==> src/rtl/pm_cap_pkg.sv <==
// constants and carriers for the power-management capability register bank
package pm_cap_pkg;

    // configuration byte offsets, always dword aligned here
    localparam logic [7:0] CAP_PTR_OFFSET     = 8'h34;  // dword holding the capability pointer, lane 0
    localparam logic [7:0] BUS_ACCESS_OFFSET  = 8'h3C;  // dword holding the latency request, lane 3
    localparam logic [7:0] PM_ENTRY_OFFSET    = 8'hDC;  // power-management capability entry

    // byte lanes inside the addressed dword
    localparam int CAP_PTR_LANE    = 0;
    localparam int BUS_ACCESS_LANE = 3;
    localparam int CAP_ID_LANE     = 0;
    localparam int NEXT_PTR_LANE   = 1;
    localparam int PM_WORD_LSB     = 16;                    // capabilities word in the upper half

    // fixed register contents
    localparam logic [7:0] BUS_ACCESS_RESET   = 8'h18;
    localparam logic [7:0] CAP_ID_RESET       = 8'h01;
    localparam logic [7:0] NEXT_PTR_RESET     = 8'h00;
    localparam logic [7:0] CAP_PTR_RESET      = 8'hDC;

    // capabilities word field positions, counted within the 16-bit word
    localparam int WAKE_MASK_LSB  = 11;  // five bits
    localparam int D2_SUPPORT_BIT = 10;
    localparam int D1_SUPPORT_BIT = 9;
    localparam int AUX_CUR_LSB    = 6;   // three bits
    localparam int DSI_BIT        = 5;
    localparam int RSVD_BIT       = 4;
    localparam int EVT_CLOCK_BIT  = 3;
    localparam int VERSION_LSB    = 0;   // three bits

    // capabilities word field values
    localparam logic [4:0] WAKE_MASK_AUX    = 5'h1F;
    localparam logic [4:0] WAKE_MASK_NO_AUX = 5'h03;
    localparam logic       D2_SUPPORT_VAL   = 1'b1;
    localparam logic       D1_SUPPORT_VAL   = 1'b1;
    localparam logic [2:0] AUX_CUR_VAL      = 3'h0;
    localparam logic       DSI_VAL          = 1'b1;
    localparam logic       RSVD_VAL         = 1'b0;
    localparam logic       EVT_CLOCK_VAL    = 1'b0;
    localparam logic [2:0] VERSION_VAL      = 3'h2;

    // whole-word values as printed, used only in printed-word mode
    localparam logic [15:0] PM_WORD_PRINTED_AUX    = 16'hFE21;
    localparam logic [15:0] PM_WORD_PRINTED_NO_AUX = 16'h7E21;

    // configuration request from the host side
    typedef struct packed {
        logic        valid;     // request present this cycle
        logic        write;     // 1 write, 0 read
        logic [5:0]  dword;     // byte address bits 7:2
        logic [3:0]  byte_en;   // active-high byte enables
        logic [31:0] wdata;     // write data, discarded
    } cfg_req_s;

    // registered answer
    typedef struct packed {
        logic        ack;       // one-cycle completion pulse
        logic        hit;       // address belongs to this bank
        logic [31:0] rdata;     // read data, zero on miss or write
    } cfg_rsp_s;

endpackage

==> src/rtl/pci_pm_capability_regs.sv <==
// read-only configuration registers for the power-management capability entry
`timescale 1ns/100ps
module pci_pm_capability_regs
#(
    parameter bit PRINTED_WORD_MODE = 1'b0    // 1 returns the printed whole-word values
)
(
    input  wire logic                 clk,            // configuration clock
    input  wire logic                 reset,          // synchronous, active high
    input  wire logic                 aux_power_pin,  // auxiliary supply present, asynchronous
    input  wire pm_cap_pkg::cfg_req_s cfg_req,        // configuration request
    output pm_cap_pkg::cfg_rsp_s      cfg_rsp,        // registered answer
    output logic                      aux_power_q,    // filtered auxiliary level
    output logic [15:0]               pm_word_q       // capabilities word as currently reported
);

    // true when the request addresses the dword at the given byte offset
    function automatic logic dword_hit(input logic [5:0] idx, input logic [7:0] offset);
        dword_hit = (idx == offset[7:2]);
    endfunction

    logic        aux_level;      // synchronised pin level
    logic [15:0] cap_word;       // current capabilities word
    logic        hit_cap_ptr;    // header pointer dword
    logic        hit_bus_acc;    // latency dword
    logic        hit_pm_entry;   // capability entry dword
    logic        any_hit;        // address belongs here
    logic [31:0] lane_mask;      // byte enables widened to bits
    logic [31:0] raw_rdata;      // unmasked read data
    logic [31:0] read_value;     // masked read data
    pm_cap_pkg::cfg_rsp_s rsp_d; // next answer
    pm_cap_pkg::cfg_rsp_s rsp_q; // answer register
    logic [15:0] pm_word_d;      // next reported word

    // the supply pin may move at any time; filter it before use
    pin_level_sync u_aux_sync
    (
        .clk       (clk),
        .reset     (reset),
        .pin_async (aux_power_pin),
        .level_q   (aux_level)
    );

    // word contents follow the filtered supply level
    pm_capability_word #(.PRINTED_WORD_MODE(PRINTED_WORD_MODE)) u_cap_word
    (
        .aux_present (aux_level),
        .cap_word    (cap_word)
    );

    // address decode
    assign hit_cap_ptr  = dword_hit(cfg_req.dword, pm_cap_pkg::CAP_PTR_OFFSET);
    assign hit_bus_acc  = dword_hit(cfg_req.dword, pm_cap_pkg::BUS_ACCESS_OFFSET);
    assign hit_pm_entry = dword_hit(cfg_req.dword, pm_cap_pkg::PM_ENTRY_OFFSET);
    assign any_hit      = hit_cap_ptr | hit_bus_acc | hit_pm_entry;

    // widen byte enables so disabled lanes read zero
    genvar lane;
    generate
        for (lane = 0; lane < 4; lane++)
        begin : g_lane
            assign lane_mask[lane*8 +: 8] = {8{cfg_req.byte_en[lane]}};
        end
    endgenerate

    // read data; lanes owned by other header registers read zero here
    always_comb
    begin
        raw_rdata = 32'h0000_0000;
        if (hit_cap_ptr)
        begin
            raw_rdata[pm_cap_pkg::CAP_PTR_LANE*8 +: 8] = pm_cap_pkg::CAP_PTR_RESET;
        end
        else if (hit_bus_acc)
        begin
            raw_rdata[pm_cap_pkg::BUS_ACCESS_LANE*8 +: 8] = pm_cap_pkg::BUS_ACCESS_RESET;
        end
        else if (hit_pm_entry)
        begin
            raw_rdata[pm_cap_pkg::CAP_ID_LANE*8 +: 8]   = pm_cap_pkg::CAP_ID_RESET;
            raw_rdata[pm_cap_pkg::NEXT_PTR_LANE*8 +: 8] = pm_cap_pkg::NEXT_PTR_RESET;
            raw_rdata[pm_cap_pkg::PM_WORD_LSB +: 16]    = cap_word;
        end
    end

    // writes return no data and store nothing
    assign read_value = cfg_req.write ? 32'h0000_0000 : (raw_rdata & lane_mask);

    // every request, read or write, completes one cycle later
    always_comb
    begin
        rsp_d       = '0;
        rsp_d.ack   = cfg_req.valid;
        rsp_d.hit   = cfg_req.valid & any_hit;
        rsp_d.rdata = cfg_req.valid ? read_value : 32'h0000_0000;
    end

    assign pm_word_d = cap_word;

    // answer and status registers; no register here ever takes write data
    always_ff @(posedge clk)
    begin
        if (reset)
        begin
            rsp_q     <= '0;
            pm_word_q <= 16'h0000;
        end
        else
        begin
            rsp_q     <= rsp_d;
            pm_word_q <= pm_word_d;
        end
    end

    assign cfg_rsp     = rsp_q;
    assign aux_power_q = aux_level;

endmodule // pci_pm_capability_regs

==> src/rtl/pin_level_sync.sv <==
// three-stage pin synchroniser with agreement filter
`timescale 1ns/100ps
module pin_level_sync
(
    input  wire logic clk,         // core clock
    input  wire logic reset,       // synchronous, active high
    input  wire logic pin_async,   // raw pin level
    output logic      level_q      // filtered level
);

    logic meta_q;    // first stage, read only by second
    logic stage2_q;  // second stage
    logic stage3_q;  // third stage

    // shift chain; level follows only when stages two and three agree
    always_ff @(posedge clk)
    begin
        if (reset)
        begin
            meta_q   <= 1'b0;
            stage2_q <= 1'b0;
            stage3_q <= 1'b0;
            level_q  <= 1'b0;
        end
        else
        begin
            meta_q   <= pin_async;
            stage2_q <= meta_q;
            stage3_q <= stage2_q;
            if (stage2_q == stage3_q)
            begin
                level_q <= stage3_q;
            end
        end
    end

endmodule // pin_level_sync

==> src/rtl/pm_capability_word.sv <==
// assembles the 16-bit power-management capabilities word
`timescale 1ns/100ps
module pm_capability_word
#(
    parameter bit PRINTED_WORD_MODE = 1'b0   // 1 returns the printed whole-word values
)
(
    input  wire logic        aux_present,    // filtered auxiliary power level
    output logic [15:0]      cap_word        // combinational capabilities word
);

    logic [15:0] field_word;    // word built field by field
    logic [15:0] printed_word;  // word as printed
    logic [4:0]  wake_mask;     // wake-capable states

    // wake states depend on auxiliary power
    assign wake_mask = aux_present ? pm_cap_pkg::WAKE_MASK_AUX : pm_cap_pkg::WAKE_MASK_NO_AUX;

    // field layout; every other field is a fixed constant
    always_comb
    begin
        field_word = 16'h0000;
        field_word[pm_cap_pkg::WAKE_MASK_LSB +: 5] = wake_mask;
        field_word[pm_cap_pkg::D2_SUPPORT_BIT]     = pm_cap_pkg::D2_SUPPORT_VAL;
        field_word[pm_cap_pkg::D1_SUPPORT_BIT]     = pm_cap_pkg::D1_SUPPORT_VAL;
        field_word[pm_cap_pkg::AUX_CUR_LSB +: 3]   = pm_cap_pkg::AUX_CUR_VAL;
        field_word[pm_cap_pkg::DSI_BIT]            = pm_cap_pkg::DSI_VAL;
        field_word[pm_cap_pkg::RSVD_BIT]           = pm_cap_pkg::RSVD_VAL;
        field_word[pm_cap_pkg::EVT_CLOCK_BIT]      = pm_cap_pkg::EVT_CLOCK_VAL;
        field_word[pm_cap_pkg::VERSION_LSB +: 3]   = pm_cap_pkg::VERSION_VAL;
    end

    // printed values disagree with the field layout, so both are offered
    assign printed_word = aux_present ? pm_cap_pkg::PM_WORD_PRINTED_AUX
                                      : pm_cap_pkg::PM_WORD_PRINTED_NO_AUX;

    assign cap_word = PRINTED_WORD_MODE ? printed_word : field_word;

endmodule // pm_capability_word

==> config.mk <==
export PLATFORM = sky130hd
export DESIGN_NAME = pci_pm_capability_regs
export DESIGN_NICKNAME = d
export VERILOG_FILES = /design/src/rtl/pm_cap_pkg.sv /design/src/rtl/pci_pm_capability_regs.sv /design/src/rtl/pin_level_sync.sv /design/src/rtl/pm_capability_word.sv
export SDC_FILE = /design/constraint.sdc
export NUM_CORES = 1
export LEC_CHECK = 0
export BUFFER_PORTS_ARGS = -buffer_cell sky130_fd_sc_hd__buf_2
export CORE_MARGIN = 2
export CORE_UTILIZATION = 34
export DETAILED_ROUTE_END_ITERATION = 10
export PLACE_DENSITY = 0.84
export SYNTH_ARGS = -nofsm -noshare
export SYNTH_HDL_FRONTEND = slang
export SYNTH_SLANG_ARGS = --single-unit
==> constraint.sdc <==
create_clock -name clk -period 2.3 [get_ports clk]
set_clock_uncertainty 0.2 [all_clocks]
set_input_delay 0.115 -clock clk [delete_from_list [all_inputs] [get_ports clk]]
set_output_delay 0.115 -clock clk [all_outputs]
set_load 0.05 [all_outputs]
==> summary.md <==
| Metric | Value |
|---|---|
| Syn Inst Count | `82` |
| Starting Density | `35.7%` |
| Synth Area in Simple Gates | `19.5%` |
| # clock sinks | `15` |
| Synth area leaders | `dfxtp_1 (38%), buf_4 (37%), nor2b_1 (4.0%), nand4bb_4 (3.5%), nor4_1 (2.4%)` |
| Tcrit/Tclk final | `95.0%` |
| Reg2reg start | `u_aux_sync.level_q` |
| Area Overhead vs Synth | `32.3%` |
| Netlist Area Pre-Place | `790 µm²` |
| Max Cap Viol | `0` |
| R2R setup slack | `0.81 ns` |
| Top-area cell type share of the netlist area | `38.0%` |
| Clk_lat worst skew | `0.27 ns` |
| Class of the worst hold path | `register to register` |
| Die Span Y | `52.2 µm` |
| Final ANT Viol Nets | `0` |
| Wirelength per Cell | `10.2 µm` |
| Worst path slowest cell | `dlygate4sd3_1` |
| Hold Crit Depth | `1` |
| Initial DRC count | `8` |
| Slowest stage delay, CP | `0.60 ns` |
| Outcome | `finished clean` |
| Main combinational cell family by area after synthesis | `buffers and inverters` |
| Yosys reg bits | `15` |
| Via Count | `647` |
| Reg-to-reg endpoint | `cfg_rsp[30]` |
| # diodes | `0` |
| Buffer and inverter count on the worst path | `4` |
| Vias in the first global route | `548` |
| Post-synthesis sequential area ratio | `38.0%` |
| Worst path arrival time | `2.21 ns` |
| Clk slew on worst S/H paths | `0.08 ns` |
| Mux cell area share after synthesis | `0%` |
| RSZ-0062 raised after global routing | `no` |
| Final wirelength | `1610 µm` |
| Post-DP HPWL | `986 µm` |
| Clock tree buffer depth | `2` |
| Mean Syn Cell Area | `9.63 µm²` |
| First-pass iteration count of the detailed router | `5` |
| Critical Path Source Type | `input port` |
| CTS root buffer | `clkbuf_4` |
| Ports | `98` |
| Net count, final | `178` |
| Peak VDD IR | `263 µV` |
| Placer Congestion | `0.717` |
| # DRC | `0` |
| GRT overflow | `0` |
| Initial antenna violation count | `0` |
| Placeable Area | `2210 µm²` |
| Hold_sp | `u_aux_sync.meta_q` |
| CTS tree | `done` |
| Setup Total Neg Slack | `0 ns` |
| Rows | `17` |
| Pin count of the biggest net entering global routing | `10` |
| Share of cells above drive strength 1 | `36.2%` |
| Crit path depth | `6` |
| Overall power | `579 µW` |
| TritonCTS Buffers | `3` |
| Pwr dens | `554 nW/µm²` |
| Tmin final | `2.19 ns` |
| Most used cell, CP | `dlygate4sd3_1` |
| Port bufs | `40` |
| Die W | `52.2 µm` |
| Yosys warning total | `0` |
| Netlist cell types | `18` |
| Critical path's top delay family | `buffers and inverters` |
| Worst Path Max Fanout | `2` |
| Total track usage | `10.9%` |
| Top cell type by total area after synthesis | `dfxtp_1` |
| Global-route wire length before repair | `2160 µm` |
| Fmax | `458 MHz` |
| Leakage | `0.000555 µW` |
| Avg Vias per Cell | `4.09` |
| Adder-Cell Fraction of Synth Area | `0%` |
| Final setup viols | `0` |
| WP data required | `2.32 ns` |
| Setup CP Type | `input port to register` |
| Final hold vios | `0` |
| H-tree Lvls | `1` |
| Fin. max-slew vios | `0` |
| Synth Area in Compound Gates | `3.49%` |
| Critical Path End Type | `register` |
| Worst reg2reg path depth | `3` |
| XOR/XNOR Fraction of Synth Area | `0%` |
| Crit path cell chain | `dlygate4sd3_1, buf_2, nand3_1, dlygate4sd3_1, a211oi_2, dlygate4sd3_1` |
| Die area | `2720 µm²` |
| Layout Utilization | `47.2%` |
| Hold endpoint | `u_aux_sync.stage2_q` |
## layout by cell type (no fill, tap or decap)
cell and count:
inv_1 3, dfxtp_1 15, conb_1 24, o21ai_0 1
or3b_4 1, nor3_1 1, nand4b_1 2, a21oi_1 2
nand3_1 1, nor2b_1 5, buf_2 40, dlygate4sd3_1 20
nand2b_1 1, nor4_1 3, clkbuf_4 3, nand2_1 3
nand4bb_4 1, a211oi_2 1, nand3b_1 1, nor4_2 1
clkbuf_1 1
## flip-flops by register name (all words and copies together), names as in the netlist
register / cells
u_aux_sync.stage3_q: 1
u_aux_sync.stage2_q: 1
u_aux_sync.level_q: 1
pm_word_q: 3
cfg_rsp: 8
u_aux_sync.meta_q: 1
## synth_stat cells
master	number
nand4bb_4	1
nand3b_1	1
nand3_1	1
conb_1	1
inv_1	3
nor2b_1	5
a211oi_2	1
nor4_2	1
nand2b_1	1
nor4_1	3
nor3_1	1
buf_4	39
o21ai_0	1
dfxtp_1	15
nand2_1	3
a21oi_1	2
nand4b_1	2
or3b_4	1
## how the worst max path moves through the flow
stage           startpoint           to  slack (ns)
3_5_place_dp   cfg_req[41]   cfg_rsp[7]        1.13
5_1_grt        cfg_req[39]  cfg_rsp[32]        0.06
4_1_cts        cfg_req[39]  cfg_rsp[32]        0.16
3_3_place_gp   cfg_req[41]  cfg_rsp[28]        1.18
6_report       cfg_req[35]  cfg_rsp[28]        0.11
2_1_floorplan   cfg_rsp[7]   cfg_rsp[3]        1.03
## cell families (layout without fill, tap and decap cells)
group,count (synthesis),after routing
buffers and inverters,42,67
DFF,15,15
other,1,24
and+or+nand+nor,20,20
AOI/OAI and AO/OA,4,4
## layer usage
| metal | share of wire [%] | wire, µm | GRT usage, % | up-vias |
|---|---|---|---|---|
| met3 | 13 | 211 | 2.86 | 4 |
| met5 | 0 | 0 | 0 | - |
| met2 | 51 | 823 | 23.8 | 55 |
| li1 | - | - | - | 301 |
| met4 | 1.2 | 20 | 5.13 | 0 |
| met1 | 34 | 554 | 8.23 | 287 |
## worst register-to-register path: cells and delay by family, from the launching register on
kind / cells / cell delay [ns]
buffers and inverters: 1 / 0.59
AND/OR/NAND/NOR: 2 / 0.26
flip-flops: 1 / 0.39
## through the flow
stage | instances | hold WS [ns] | worst slack [ns] | cell area (µm²)
2_1_floorplan | 105 | -0.0159 | 1.03 | 876
3_3_place_gp | 134 | 0.107 | 1.18 | 818
3_5_place_dp | 134 | 0.118 | 1.13 | 818
4_1_cts | 158 | 0.266 | 0.160 | 1040
5_1_grt | 158 | 0.278 | 0.0650 | 1040
6_report | 158 | 0.258 | 0.115 | 1040
## report_power, final
group | internal [µW] | switching [µW]
clock network | 67.2 | 77.6
logic | 34.3 | 133
registers | 265 | 2.18
## area by class of cell
class,instances,area [µm²]
inverters,3,11.3
fillers,193,1170
clock buffers,4,26.3
repair buffers,60,400
multi-input cells,48,272
well taps,28,35.0
flip-flops and latches,15,300
## timing repair
action | in CTS | in global routing
buffers inserted | 0 | 0
setup endpoints to repair | 0 | 0
gates resized for setup | 0 | 0
hold endpoints to repair | 15 | 0
hold buffers | 20 | 0
Power figures use the tool's default switching activity.
